**config.mk**
```make
export PLATFORM = sky130hd
export DESIGN_NAME = sba_arbiter_flat
export DESIGN_NICKNAME = d
export VERILOG_FILES = /design/src/hw/sba_pkg.sv /design/src/hw/sba_if.sv /design/src/hw/sba_arbiter.sv /design/src/flat_wrapper.sv
export SDC_FILE = /design/constraint.sdc
export NUM_CORES = 1
export LEC_CHECK = 0
export BUFFER_PORTS_ARGS = -buffer_cell sky130_fd_sc_hd__buf_2
export CELL_PAD_IN_SITES_DETAIL_PLACEMENT = 0
export CELL_PAD_IN_SITES_GLOBAL_PLACEMENT = 1
export CORE_MARGIN = 4
export CORE_UTILIZATION = 37
export CTS_CLUSTER_SIZE = 16
export DETAILED_ROUTE_END_ITERATION = 12
export PLACE_DENSITY_LB_ADDON = 0.1
export SLEW_MARGIN = 20
export SYNTH_ARGS = -nofsm -noshare
export SYNTH_HDL_FRONTEND = slang
export SYNTH_SLANG_ARGS = --single-unit
```
**constraint.sdc**
```tcl
create_clock -name core_clk -period 5.4 [get_ports core_clk]
set_clock_uncertainty 0.15 [all_clocks]
set_input_delay 1.08 -clock core_clk [delete_from_list [all_inputs] [get_ports core_clk]]
set_output_delay 1.08 -clock core_clk [all_outputs]
set_load 0.01 [all_outputs]
```
**src/hw/sba_pkg.sv**
```systemverilog
// Package: shared constants for the system-bus arbitration and parity ends
package sba_pkg;
  // ***********************************************************
  // Bus geometry
  // ***********************************************************
  localparam int DATA_W  = 64;             // Data bus width
  localparam int LANE_W  = 8;              // Bits per byte lane
  localparam int LANES   = DATA_W/LANE_W;  // Parity lanes
  localparam int MASTERS = 2;              // External masters b and c
  localparam int IDX_B   = 0;              // Master b index
  localparam int IDX_C   = 1;              // Master c index

  // ***********************************************************
  // Types
  // ***********************************************************
  typedef logic [DATA_W-1:0] sba_data_t;   // Data word
  typedef logic [LANES-1:0]  sba_par_t;    // Parity lanes
  typedef logic [MASTERS-1:0] sba_vec_t;   // One bit per master

  // Odd parity bit for each byte lane
  function automatic sba_par_t sba_odd_par(input sba_data_t d);
    sba_par_t p;
    p = '0;
    for (int i = 0; i < LANES; i++) begin
      p[i] = ~(^d[i*LANE_W +: LANE_W]);
    end
    return p;
  endfunction
endpackage
```
**src/hw/sba_if.sv**
```systemverilog
// Interface: pin group joining the arbiter end and an external master end
`timescale 1ns/1ps
interface sba_if;
  import sba_pkg::*;
  // Requests and grants
  logic ext_master_req_b;
  logic ext_master_req_c;
  logic ext_addr_grant_b;
  logic ext_addr_grant_c;
  logic ext_data_grant_b;
  logic ext_data_grant_c;
  // Data bus, device side drive
  sba_data_t dev_d_o;
  logic      dev_d_oe;
  sba_par_t  dev_p_o;
  // Data bus, master side drive
  sba_data_t mst_d_o;
  logic      mst_d_oe;
  sba_par_t  mst_p_o;
  // Resolved wire level (single driver assumed)
  sba_data_t d_i;
  sba_par_t  p_i;
  assign d_i = dev_d_oe ? dev_d_o : (mst_d_oe ? mst_d_o : '0);
  assign p_i = dev_d_oe ? dev_p_o : (mst_d_oe ? mst_p_o : '1);

  modport dev (
    input  ext_master_req_b, ext_master_req_c, mst_d_o, mst_d_oe,
    input  mst_p_o, d_i, p_i,
    output ext_addr_grant_b, ext_addr_grant_c, ext_data_grant_b,
    output ext_data_grant_c, dev_d_o, dev_d_oe, dev_p_o
  );
  modport mst (
    output ext_master_req_b, ext_master_req_c, mst_d_o, mst_d_oe,
    output mst_p_o,
    input  d_i, p_i, dev_d_o, dev_d_oe, dev_p_o,
    input  ext_addr_grant_b, ext_addr_grant_c, ext_data_grant_b,
    input  ext_data_grant_c
  );
endinterface

```
**src/hw/sba_arbiter.sv**
```systemverilog
// Device end: internal arbiter for external masters plus data/parity drive
`timescale 1ns/1ps
module sba_arbiter (
  // Clock and reset
  input  wire logic             core_clk,
  input  wire logic             rst,
  // Pin group
  sba_if.dev                    bus,
  // Internal agent: drive data when the device owns the data bus
  input  wire logic             int_wr_valid,
  input  wire sba_pkg::sba_data_t int_wr_data,
  // Parity check result and address/data owner vectors
  output logic                  par_err,
  output sba_pkg::sba_vec_t     owner_addr,
  output sba_pkg::sba_vec_t     owner_data
);
  import sba_pkg::*;

  // ***********************************************************
  // Elaboration checks
  // ***********************************************************
  // Round robin and one-bit fairness pointer serve exactly two masters
  if (MASTERS != 2) begin : g_chk_masters
    $error("arbiter serves exactly two masters");
  end
  // Request concatenation puts master b low and master c high
  if (IDX_B != 0 || IDX_C != 1) begin : g_chk_index
    $error("master index order not supported");
  end
  // Parity is worked out per whole byte lane only
  if (DATA_W != LANES*LANE_W) begin : g_chk_lanes
    $error("data width is not whole byte lanes");
  end

  // ***********************************************************
  // Request synchronisers
  // ***********************************************************
  sba_vec_t req_s1_reg, req_s2_reg;  // Two flops, pins are async
  // Requests may come from another board clock, so two stages first
  always_ff @(posedge core_clk or posedge rst) begin
    if (rst) begin
      req_s1_reg <= '0;
      req_s2_reg <= '0;
    end else begin
      // Master b in the low bit, c in the high bit
      req_s1_reg <= {bus.ext_master_req_c, bus.ext_master_req_b};
      req_s2_reg <= req_s1_reg;
    end
  end

  // ***********************************************************
  // Arbitration state
  // ***********************************************************
  typedef enum logic [2:0] {
    SBA_IDLE = 3'h1,   // Device owns both buses
    SBA_ADDR = 3'h2,   // Address bus granted
    SBA_DATA = 3'h4    // Address and data bus granted
  } sba_state_e;

  sba_state_e state_reg, state_next;
  // Grant vectors: bit IDX_B for master b, bit IDX_C for master c
  sba_vec_t   ga_reg, ga_next;       // Address grant, one-hot or zero
  sba_vec_t   gd_reg, gd_next;       // Data grant, one-hot or zero
  logic       last_reg, last_next;   // Last master served, for fairness

  // Next-state: round robin, one grant per bus, dropped when request drops
  always_comb begin
    state_next = state_reg;
    ga_next    = ga_reg;
    gd_next    = gd_reg;
    last_next  = last_reg;
    case (state_reg)
      SBA_IDLE: begin
        // Prefer the master not served last time
        if (req_s2_reg[~last_reg]) begin
          ga_next    = '0;
          ga_next[~last_reg] = 1'b1;
          last_next  = ~last_reg;
          state_next = SBA_ADDR;
        end else if (req_s2_reg[last_reg]) begin
          ga_next    = '0;
          ga_next[last_reg] = 1'b1;
          state_next = SBA_ADDR;
        end
      end
      SBA_ADDR: begin
        if ((req_s2_reg & ga_reg) == '0) begin
          ga_next    = '0;               // Request gone: reclaim
          state_next = SBA_IDLE;
        end else begin
          gd_next    = ga_reg;           // Data follows address
          state_next = SBA_DATA;
        end
      end
      SBA_DATA: begin
        // Hold both grants while the owner still asks
        if ((req_s2_reg & gd_reg) == '0) begin
          ga_next    = '0;               // Release both at once
          gd_next    = '0;
          state_next = SBA_IDLE;
        end
      end
      default: begin
        // Illegal code: drop every grant and restart from idle
        ga_next    = '0;
        gd_next    = '0;
        state_next = SBA_IDLE;
      end
    endcase
  end

  // Registers only
  always_ff @(posedge core_clk or posedge rst) begin
    if (rst) begin
      state_reg <= SBA_IDLE;
      ga_reg    <= '0;
      gd_reg    <= '0;
      last_reg  <= 1'b1;
    end else begin
      state_reg <= state_next;
      ga_reg    <= ga_next;
      gd_reg    <= gd_next;
      last_reg  <= last_next;
    end
  end

  // ***********************************************************
  // Data drive: device drives only while no master owns data
  // ***********************************************************
  sba_data_t dout_reg, dout_next;
  sba_par_t  pout_reg, pout_next;
  logic      doe_reg, doe_next;

  // Next values of the device drive, enable low unless asked for
  always_comb begin
    dout_next = dout_reg;
    pout_next = pout_reg;
    doe_next  = 1'b0;
    // Never drive in the cycle a data grant goes out, avoids contention
    if (int_wr_valid && gd_next == '0 && gd_reg == '0) begin
      dout_next = int_wr_data;
      // Odd parity per lane
      pout_next = sba_odd_par(int_wr_data);
      doe_next  = 1'b1;
    end
  end

  // Registers only; idle parity of all ones is odd over zero data
  always_ff @(posedge core_clk or posedge rst) begin
    if (rst) begin
      dout_reg <= '0;
      pout_reg <= '1;
      doe_reg  <= 1'b0;
    end else begin
      dout_reg <= dout_next;
      pout_reg <= pout_next;
      doe_reg  <= doe_next;
    end
  end

  // ***********************************************************
  // Parity check of master-driven beats (same clock bus)
  // ***********************************************************
  logic perr_reg, perr_next;
  // Only beats that the device did not drive are judged here
  always_comb begin
    perr_next = 1'b0;
    if (bus.mst_d_oe && !doe_reg) begin
      perr_next = (sba_odd_par(bus.d_i) != bus.p_i);
    end
  end
  // Registers only, the flag is a one-cycle pulse
  always_ff @(posedge core_clk or posedge rst) begin
    if (rst) perr_reg <= 1'b0;
    else     perr_reg <= perr_next;
  end

  // ***********************************************************
  // Outputs
  // ***********************************************************
  // Every pin below comes straight from a flop, so no glitches
  assign bus.ext_addr_grant_b = ga_reg[IDX_B];
  assign bus.ext_addr_grant_c = ga_reg[IDX_C];
  assign bus.ext_data_grant_b = gd_reg[IDX_B];
  assign bus.ext_data_grant_c = gd_reg[IDX_C];
  assign bus.dev_d_o  = dout_reg;
  assign bus.dev_p_o  = pout_reg;
  assign bus.dev_d_oe = doe_reg;
  assign par_err      = perr_reg;
  assign owner_addr   = ga_reg;
  assign owner_data   = gd_reg;
endmodule

```
**src/flat_wrapper.sv**
```systemverilog
// flat-port wrapper written by rule: the top's interface ports become plain ports
module sba_arbiter_flat import sba_pkg::*;
  (core_clk, rst, int_wr_valid, int_wr_data, par_err, owner_addr, owner_data, bus_ext_master_req_b, bus_ext_master_req_c, bus_mst_d_o, bus_mst_d_oe, bus_mst_p_o, bus_ext_addr_grant_b, bus_ext_addr_grant_c, bus_ext_data_grant_b, bus_ext_data_grant_c, bus_dev_d_o, bus_dev_d_oe, bus_dev_p_o);
  sba_if bus_i ();
  input  wire logic core_clk;
  input  wire logic rst;
  input  wire logic int_wr_valid;
  input  wire sba_pkg::sba_data_t int_wr_data;
  output logic par_err;
  output sba_pkg::sba_vec_t owner_addr;
  output sba_pkg::sba_vec_t owner_data;
  input wire logic [$bits(bus_i.ext_master_req_b)-1:0] bus_ext_master_req_b;
  input wire logic [$bits(bus_i.ext_master_req_c)-1:0] bus_ext_master_req_c;
  input wire logic [$bits(bus_i.mst_d_o)-1:0] bus_mst_d_o;
  input wire logic [$bits(bus_i.mst_d_oe)-1:0] bus_mst_d_oe;
  input wire logic [$bits(bus_i.mst_p_o)-1:0] bus_mst_p_o;
  output wire logic [$bits(bus_i.ext_addr_grant_b)-1:0] bus_ext_addr_grant_b;
  output wire logic [$bits(bus_i.ext_addr_grant_c)-1:0] bus_ext_addr_grant_c;
  output wire logic [$bits(bus_i.ext_data_grant_b)-1:0] bus_ext_data_grant_b;
  output wire logic [$bits(bus_i.ext_data_grant_c)-1:0] bus_ext_data_grant_c;
  output wire logic [$bits(bus_i.dev_d_o)-1:0] bus_dev_d_o;
  output wire logic [$bits(bus_i.dev_d_oe)-1:0] bus_dev_d_oe;
  output wire logic [$bits(bus_i.dev_p_o)-1:0] bus_dev_p_o;
  assign bus_i.ext_master_req_b = bus_ext_master_req_b;
  assign bus_i.ext_master_req_c = bus_ext_master_req_c;
  assign bus_i.mst_d_o = bus_mst_d_o;
  assign bus_i.mst_d_oe = bus_mst_d_oe;
  assign bus_i.mst_p_o = bus_mst_p_o;
  assign bus_ext_addr_grant_b = bus_i.ext_addr_grant_b;
  assign bus_ext_addr_grant_c = bus_i.ext_addr_grant_c;
  assign bus_ext_data_grant_b = bus_i.ext_data_grant_b;
  assign bus_ext_data_grant_c = bus_i.ext_data_grant_c;
  assign bus_dev_d_o = bus_i.dev_d_o;
  assign bus_dev_d_oe = bus_i.dev_d_oe;
  assign bus_dev_p_o = bus_i.dev_p_o;
  sba_arbiter u_core (.core_clk(core_clk), .rst(rst), .bus(bus_i), .int_wr_valid(int_wr_valid), .int_wr_data(int_wr_data), .par_err(par_err), .owner_addr(owner_addr), .owner_data(owner_data));
endmodule
```
==> flow_metrics.env, run 1 <==
export IMPL_coreArea_um2=13300
export IMPL_maxSlewViolCount=0
export IMPL_cts_buffers=9
export IMPL_fmax_ghz=0.343
export IMPL_rsz0062_at_grt="no"
export IMPL_path_clk_slew_ps=60
export IMPL_antenna_left=0
export IMPL_synth_area_um2=5030
export IMPL_max_slew_worst_pin_slew_ps=906
export IMPL_p_leak_nw=3.36
export IMPL_stdcell_area_um2=6570
export IMPL_cts_tree="built"
export IMPL_power_density_nw_per_um2=421
export IMPL_routed_via_density=4.56
export IMPL_hp_class="reg -> reg"
export IMPL_wl_per_cell_um=14.3
export IMPL_largest_reg_flops=64
export IMPL_crit_required_ps=5520
export IMPL_cp_max_fo=81
export IMPL_drive_gt1_share_pct=32.9
export IMPL_synth_edf_count=0
export IMPL_io_buffers=223
export IMPL_ctsHtreeMaxLevel=3
export IMPL_insertedDiodeCount=0
export IMPL_synthArstFlopShare_pct=100
export IMPL_setup_violations=0
export IMPL_grt_antenna_before_repair=0
export IMPL_gp_congestion=0.799
export IMPL_max_slew_margin_pct=39.6
export IMPL_drv_cap=0
export IMPL_cts_hold_buf=0
export IMPL_die_area_um2=15500
export IMPL_arrival_ps=3040
export IMPL_grt_max_degree=82
export IMPL_yosys_register_bits=86
export IMPL_syn_inst=553
export IMPL_fin_nets=906
export IMPL_postCtsSetupRepairBufs=0
export IMPL_drt_iter0_markers=178
export IMPL_top_usage_layer="met2"
export IMPL_hpwl_mm=10.1
export IMPL_yosysUniqueCellTypes=33
export IMPL_grt_usage_pct=17.4
export IMPL_initial_utilization_pct=37.8
export IMPL_hold_viol_final=0
export IMPL_die_y_um=125
export IMPL_clock_latency_ps=340
export IMPL_fillers=1315
export IMPL_grt_util_met1_pct=20.8
export IMPL_die_w_um=125
export IMPL_r2r_slack_ps=2490
export IMPL_grt_util_met3_pct=5.40
export IMPL_fin_crit_sh_pct=54.0
export IMPL_ys_seq_area_share_pct=43.0
export IMPL_synthToLayoutAreaGrowth_pct=30.5
export IMPL_p_total_mw=2.76
export IMPL_synth_warnings=0
export IMPL_wirelength_mm=13.5
export IMPL_grt_ovfl_total=0
export IMPL_syn_nets=695
export IMPL_critPathCaptureType="flip-flop"
export IMPL_cts_buffer_depth=2
export IMPL_grt_pass1_vias=4497
export IMPL_place_area_um2=6230
export IMPL_cts_sinks=86
export IMPL_fin_crit_ps=2910
export IMPL_grt_use_met2_pct=29.6
export IMPL_ios=224
export IMPL_status="finished, final reports clean"
export IMPL_drc_errors=0
export IMPL_vias=4312
export IMPL_cts_root_buf="clkbuf_16"
export IMPL_worstSetupStartpointType="flip-flop"
export IMPL_grt_pass1_wl_mm=21.9
export IMPL_critical_path_class="reg -> reg"
export IMPL_post_synth_cell_area_avg_um2=9.10
export IMPL_ir_drop_mv=0.213
export IMPL_ys_flop_type="dfrtp_1"
export IMPL_fin_tns_setup_ps=0
export IMPL_num_rows=42
export IMPL_cts_resized=0
export IMPL_drtPass1Iterations=4
==> cell usage after synthesis (2+ instances only) <==
cell type / count / share of area, %
buf_2: 3 / 0.30
nand2_1: 206 / 15
clkbuf_1: 11 / 0.82
xnor3_1: 4 / 1.8
and3_1: 6 / 0.75
a22oi_1: 11 / 1.6
nor3_1: 2 / 0.20
xor2_1: 43 / 7.5
buf_4: 4 / 0.60
o21ai_0: 18 / 1.8
nor2b_1: 3 / 0.37
buf_6: 6 / 1.3
xnor2_1: 119 / 21
dfrtp_1: 76 / 38
inv_1: 3 / 0.22
dfstp_2: 10 / 5.2
nor2_1: 6 / 0.45
a22o_1: 4 / 0.70
a211oi_1: 2 / 0.30
a21oi_1: 3 / 0.30
==> power breakdown <==
group,internal (mW),switching (mW)
combinational,0.527,0.572
clock,0.443,0.255
sequential,0.816,0.151
total,1.79,0.978
==> stage by stage <==
stage / setup slack [ps] / hold WS [ps] / instances / util (%)
finish: 2490 / 199 / 945 / 49.4
global route: 2170 / 205 / 945 / 49.4
CTS: 2470 / 201 / 945 / 49.4
detailed placement: 2150 / 187 / 929 / 46.9
global placement: 1880 / 183 / 929 / 46.8
floorplan: 1960 / 181 / 553 / -
==> metal layers <==
layer / vias up / wire (um) / share of wire (%)
li1: 2157 / - / -
met2: 146 / 6600 / 49
met5: - / 0 / 0
met4: 0 / 269 / 2.0
met3: 17 / 1020 / 7.6
met1: 1992 / 5600 / 42
==> layout make-up <==
cell class	count	area [um2]	area share, %
clock buffer	13	270	4.12
clock inverter	3	65.1	0.991
inverter	4	20.0	0.305
multi-input combinational	439	2700	41.2
sequential	86	2160	33.0
tap	176	220	3.35
timing repair buffer	224	1120	17.1
==> final timing paths <==
check,start,to,cells after the start
setup reg to reg,u_core.owner_addr[0],u_core.bus.dev_d_o[29],7
setup / recovery,u_core.owner_addr[0],u_core.bus.dev_d_o[29],7
max in group asynchronous,rst,u_core.state_reg[0],3
hold reg to reg,u_core.req_s1_reg[1],u_core.req_s2_reg[1],0
min in group asynchronous,rst,u_core.bus.dev_d_o[61],2
hold / removal,u_core.req_s1_reg[1],u_core.req_s2_reg[1],0
==> critical path, cell delays in order, from the launching register on <==
cell,delay [ps]
dfrtp_1,430
a22o_1,270
nand2_1,90
nor3_1,80
or4b_4,850
inv_4,670
nand2_1,130
nand2_1,90
==> cell families after synthesis <==
logic type / synth area share [%]
AND/OR/NAND/NOR: 17.9
XOR/XNOR: 30.0
flip-flops: 43.0
AO/OA/AOI/OAI: 5.70
buffers and inverters: 3.36
==> cells in the final DEF, fill, tap and decap left out, types with 9 or more instances in the layout <==
| master | Yosys | routed |
|---|---|---|
| buf_2 | 3 | 223 |
| nand2_1 | 206 | 206 |
| xnor2_1 | 119 | 119 |
| dfrtp_1 | 76 | 76 |
| xor2_1 | 43 | 43 |
| o21ai_0 | 18 | 18 |
| a22oi_1 | 11 | 11 |
| dfstp_2 | 10 | 10 |
| clkbuf_16 | 0 | 9 |
No activity file was read; power rests on OpenSTA's default activity.
==> run 2: changes to the inputs <==
--- a/config.mk
+++ b/config.mk
@@ -9,7 +9,7 @@
 export CELL_PAD_IN_SITES_DETAIL_PLACEMENT = 0
 export CELL_PAD_IN_SITES_GLOBAL_PLACEMENT = 1
 export CORE_MARGIN = 4
-export CORE_UTILIZATION = 37
+export CORE_UTILIZATION = 34
 export CTS_CLUSTER_SIZE = 16
 export DETAILED_ROUTE_END_ITERATION = 12
 export PLACE_DENSITY_LB_ADDON = 0.1
==> constraint.sdc (replaced) <==
create_clock -name core_clk -period 2.7 [get_ports core_clk]
set_clock_uncertainty 0.15 [all_clocks]
set_input_delay 0.54 -clock core_clk [delete_from_list [all_inputs] [get_ports core_clk]]
set_output_delay 0.54 -clock core_clk [all_outputs]
set_load 0.01 [all_outputs]
==> flow_metrics.env, run 2 (synthesis results as in run 1) <==
export IMPL_p_int_mw=3.37
export IMPL_power_density_nw_per_um2=812
export IMPL_cts_tree="built"
export IMPL_grt_pass1_wl_mm=21.7
export IMPL_place_area_um2=6340
export IMPL_critical_path_class="reg -> reg"
export IMPL_crit_reg2reg_launch="u_core.bus.dev_p_o[2]"
export IMPL_drc_errors=0
export IMPL_cts_sinks=86
export IMPL_maxSlewViolCount=0
export IMPL_final_cell_mix="buf_2 (223), nand2_1 (206), xnor2_1 (119)"
export IMPL_fin_crit_ps=2330
export IMPL_m1WireLength_mm=6.08
export IMPL_rsz0062_at_grt="no"
export IMPL_setup_violations=0
export IMPL_hp_class="in -> async"
export IMPL_drt_iter0_markers=145
export IMPL_ir_drop_mv=0.279
export IMPL_wl_met3_mm=1.35
export IMPL_cp_top_family="compound AO/OA/AOI/OAI gates"
export IMPL_switchingPower_mw=2.01
export IMPL_hpwl_mm=11.1
export IMPL_final_common_cell="buf_2"
export IMPL_drtPass1Iterations=4
export IMPL_routed_via_density=4.50
export IMPL_ios=224
export IMPL_postCtsSetupRepairBufs=0
export IMPL_stdcell_area_um2=6620
export IMPL_path_cells="xnor3_1 > xnor3_1 > a22oi_1 > xor2_1 > a221oi_1 > o2111ai_1 > o21a_1"
export IMPL_fillers=1479
export IMPL_cts_buffer_depth=2
export IMPL_wl_per_cell_um=14.7
export IMPL_p_seq_share_pct=35.6
export IMPL_clock_latency_ps=340
export IMPL_cp_max_fo=3
export IMPL_fmax_ghz=0.429
export IMPL_cpMostUsedCell="xnor3_1"
export IMPL_die_y_um=130
export IMPL_wl_met2_mm=6.47
export IMPL_num_rows=44
export IMPL_critPathCaptureType="flip-flop"
export IMPL_die_w_um=130
export IMPL_fin_crit_sh_pct=86.3
export IMPL_fin_nets=913
export IMPL_vias=4318
export IMPL_power_frac_comb_pct=42.7
export IMPL_io_buffers=223
export IMPL_grt_antenna_before_repair=0
export IMPL_hold_viol_final=0
export IMPL_insertedDiodeCount=0
export IMPL_max_slew_margin_pct=55.1
export IMPL_synthToLayoutAreaGrowth_pct=31.6
export IMPL_status="finished, final reports clean"
export IMPL_cp_startpoint="u_core.bus.dev_p_o[2]"
export IMPL_max_slew_worst_pin_slew_ps=671
export IMPL_largest_reg_flops=64
export IMPL_grt_usage_pct=16.7
export IMPL_worstSetupStartpointType="flip-flop"
export IMPL_coreArea_um2=14500
export IMPL_swShare_pct=37.4
export IMPL_die_area_um2=16800
export IMPL_arrival_ps=2410
export IMPL_pwr_share_clk_pct=21.7
export IMPL_fin_tns_setup_ps=0
export IMPL_cts_resized=0
export IMPL_critPathSlowestCell="dfstp_2"
export IMPL_grt_pass1_vias=4271
export IMPL_cts_hold_buf=0
export IMPL_ctsHtreeMaxLevel=3
export IMPL_crit_required_ps=2780
export IMPL_path_buf_inv=0
export IMPL_cts_root_buf="clkbuf_16"
export IMPL_cts_buffers=9
export IMPL_initial_utilization_pct=34.6
export IMPL_wirelength_mm=14.1
export IMPL_antenna_left=0
export IMPL_cpPeakStageDelay_ps=540
export IMPL_grt_max_degree=45
export IMPL_drive_gt1_share_pct=33.5
export IMPL_drv_cap=0
export IMPL_path_clk_slew_ps=70
export IMPL_dr_max_layer_used="met4"
export IMPL_p_leak_nw=3.38
export IMPL_gp_congestion=0.749
export IMPL_grt_ovfl_total=0
run 2: cell types whose count changed in the layout (fill, tap and decap cells not counted):
cell / change
bufinv_16: -2
clkbuf_8: -2
inv_4: -2
inv_2: +1
buf_12: +4
clkinv_2: +1
buf_4: +3
clkinvlp_4: +2
clkinv_4: +2
run 2: routing by layer:
metal / vias up / global-route usage (%)
met4: 0 / 3.97
met3: 10 / 5.81
met2: 155 / 27.0
li1: 2170 / -
met5: - / 0
met1: 1983 / 21.5
run 2: area by class of cell:
type,count,area [um2],share of cell area (%)
multi-input combinational,439,2700,40.8
sequential,86,2160,32.7
inverter,4,18.8,0.283
clock inverter,5,35.0,0.529
timing repair buffer,231,1230,18.5
tap,184,230,3.48
clock buffer,11,243,3.67
run 2: final timing paths:
check,to,slack [ps],cells past startpoint
max in group asynchronous,u_core.bus.dev_p_o[6],1600,3
min in group core_clk,u_core.req_s1_reg[0],170,1
max,u_core.par_err,370,7
min,u_core.bus.dev_d_o[12],140,2
min reg2reg,u_core.req_s2_reg[1],200,0
max reg2reg,u_core.par_err,370,7
run 2: power groups by stage:
stage	clock network [mW]	logic (mW)	registers [mW]
3_5_place_dp	0	2.33	1.94
4_1_cts	1.21	2.35	1.92
2_1_floorplan	0	1.43	2.03
6_report	1.17	2.29	1.91
3_3_place_gp	0	2.33	1.93
5_1_grt	1.27	2.55	1.96
run 2: through the flow:
step                      hold slack [ps]  std cells  total power, mW  util [%]  setup slack (ps)
after floorplan                       181        553             3.46         -               531
after global placement                187        944             4.25      43.6               397
after detailed placement              187        944             4.28      43.6               338
after CTS                             153        960             5.48      45.6               353
after global routing                  148        960             5.79      45.6               228
final                                 142        960             5.38      45.6               370
run 2: worst register-to-register path: stages (launching register included):
cell       delay, ps
dfstp_2          540
xnor3_1          380
xnor3_1          210
a22oi_1          220
xor2_1            90
a221oi_1         250
o2111ai_1        170
o21a_1           200
==> run 3: changes to the inputs <==
--- a/config.mk
+++ b/config.mk
@@ -6,13 +6,11 @@
 export NUM_CORES = 1
 export LEC_CHECK = 0
 export BUFFER_PORTS_ARGS = -buffer_cell sky130_fd_sc_hd__buf_2
-export CELL_PAD_IN_SITES_DETAIL_PLACEMENT = 0
-export CELL_PAD_IN_SITES_GLOBAL_PLACEMENT = 1
 export CORE_MARGIN = 4
-export CORE_UTILIZATION = 34
+export CORE_UTILIZATION = 48
 export CTS_CLUSTER_SIZE = 16
 export DETAILED_ROUTE_END_ITERATION = 12
-export PLACE_DENSITY_LB_ADDON = 0.1
+export PLACE_DENSITY = 0.81
 export SLEW_MARGIN = 20
 export SYNTH_ARGS = -nofsm -noshare
 export SYNTH_HDL_FRONTEND = slang
==> flow_metrics.env, run 3 (synthesis results as in run 1) <==
export IMPL_status="finished, final reports clean"
export IMPL_num_rows=37
export IMPL_crit_required_ps=2820
export IMPL_wl_per_cell_um=14.9
export IMPL_max_slew_worst_pin_slew_ps=603
export IMPL_critical_path_class="reg -> reg"
export IMPL_drc_errors=0
export IMPL_fin_util_pct=62.8
export IMPL_cts_buffer_depth=2
export IMPL_path_cells="a22o_1 > nand2_1 > nor3_1 > or4b_2 > buf_4 > o21ai_0"
export IMPL_drtPass1Iterations=5
export IMPL_initial_utilization_pct=49.0
export IMPL_vias=4440
export IMPL_maxSlewViolCount=0
export IMPL_cts_hold_buf=0
export IMPL_worstSetupStartpointType="flip-flop"
export IMPL_grt_usage_pct=21.0
export IMPL_path_clk_slew_ps=80
export IMPL_grt_pass1_wl_mm=19.7
export IMPL_synthToLayoutAreaGrowth_pct=28.4
export IMPL_arrival_ps=2530
export IMPL_hpwl_mm=10.4
export IMPL_pre_cts_slack_ps=318
export IMPL_final_cell_mix="buf_2 (223), nand2_1 (206), xnor2_1 (119)"
export IMPL_cpPeakStageDelay_ps=680
export IMPL_coreArea_um2=10300
export IMPL_fin_nets=912
export IMPL_fin_crit_ps=2410
export IMPL_grt_antenna_before_repair=2
export IMPL_die_w_um=110
export IMPL_critPathSlowestCell="or4b_2"
export IMPL_gp_congestion=0.800
export IMPL_hp_class="in -> reg"
export IMPL_postCtsSetupRepairBufs=0
export IMPL_fillers=873
export IMPL_cp_max_fo=60
export IMPL_grt_ovfl_total=0
export IMPL_drt_iter0_markers=218
export IMPL_layout_setup_ws_ps=287
export IMPL_max_slew_margin_pct=59.8
export IMPL_fin_cells=913
export IMPL_setup_violations=0
export IMPL_die_area_um2=12200
export IMPL_p_leak_nw=3.33
export IMPL_cts_root_buf="clkbuf_8"
export IMPL_fmax_ghz=0.414
export IMPL_ctsHtreeMaxLevel=3
export IMPL_drv_cap=0
export IMPL_io_buffers=223
export IMPL_rsz0062_at_grt="no"
export IMPL_fin_tns_setup_ps=0
export IMPL_hold_viol_final=0
export IMPL_cts_sinks=86
export IMPL_cts_tree="built"
export IMPL_final_common_cell="buf_2"
export IMPL_ir_drop_mv=0.432
export IMPL_ios=224
export IMPL_die_y_um=110
export IMPL_grt_pass1_vias=4219
export IMPL_routed_via_density=4.86
export IMPL_antenna_left=0
export IMPL_cts_buffers=9
export IMPL_power_density_nw_per_um2=793
export IMPL_place_inst=895
export IMPL_grt_max_degree=87
export IMPL_critPathCaptureType="flip-flop"
export IMPL_fin_crit_sh_pct=89.4
export IMPL_drive_gt1_share_pct=33.2
export IMPL_largest_reg_flops=64
export IMPL_wirelength_mm=13.6
export IMPL_cts_resized=0
export IMPL_clock_latency_ps=360
-- run 3: cell types whose count changed in the layout (fill, tap and decap cells not counted), sizes merged --
cell,before,now
clkinvlp,2,1
clkbuf,11,15
buf,231,230
clkinv,4,0
diode,0,2
bufinv,0,1
-- run 3: final timing paths --
path                       cells past startpoint  slack [ps]                 start                     end
setup / recovery                               6         290  u_core.req_s2_reg[0]   u_core.bus.dev_p_o[4]
hold / removal                                 1         140  bus_ext_master_req_c    u_core.req_s1_reg[1]
setup reg to reg                               6         290  u_core.req_s2_reg[0]   u_core.bus.dev_p_o[4]
hold reg to reg                                0         210  u_core.req_s1_reg[0]    u_core.req_s2_reg[0]
max in group asynchronous                      3        1870                   rst   u_core.bus.dev_p_o[6]
min in group asynchronous                      3         160                   rst  u_core.bus.dev_d_o[25]
-- run 3: report_power, final --
part | leakage, nW | total [mW] | switching (mW) | internal [mW]
logic | 2.19 | 2.24 | 1.16 | 1.08
clock network | 0.104 | 0.963 | 0.457 | 0.506
registers | 1.04 | 1.92 | 0.290 | 1.63
total | 3.33 | 5.12 | 1.91 | 3.21
-- run 3: final cells by class --
class	instances	area [um2]	area share [%]
clock inverters	1	30.0	0.465
well taps	136	170	2.63
inverters	4	18.8	0.291
clock buffers	15	176	2.73
diodes	2	5.00	0.0775
repair buffers	230	1190	18.5
multi-input cells	439	2700	41.8
flip-flops and latches	86	2160	33.5
-- run 3: per-layer routing --
layer | global-route usage (%) | wire length, um | vias to the layer above
met4 | 8.88 | 338 | 2
met2 | 37.5 | 6900 | 177
met3 | 3.55 | 1020 | 30
met1 | 25.0 | 5290 | 2065
met5 | 0 | 11 | -
li1 | - | - | 2166
-- run 3: worst max-delay path: cells and delay by family (launching register included) --
family / cells / cell delay (ps)
compound gates: 2 / 520
simple gates: 3 / 850
buf+inv: 1 / 330
flops: 1 / 440
-- run 3: stage by stage --
stage | area, um2 | hold slack (ps) | power [mW]
after detailed placement | 6250 | 188 | 4.20
after CTS | 6450 | 114 | 5.18
after global routing | 6460 | 122 | 5.47
after floorplan | 5030 | 181 | 3.46
final | 6460 | 136 | 5.12
after global placement | 6250 | 182 | 4.13
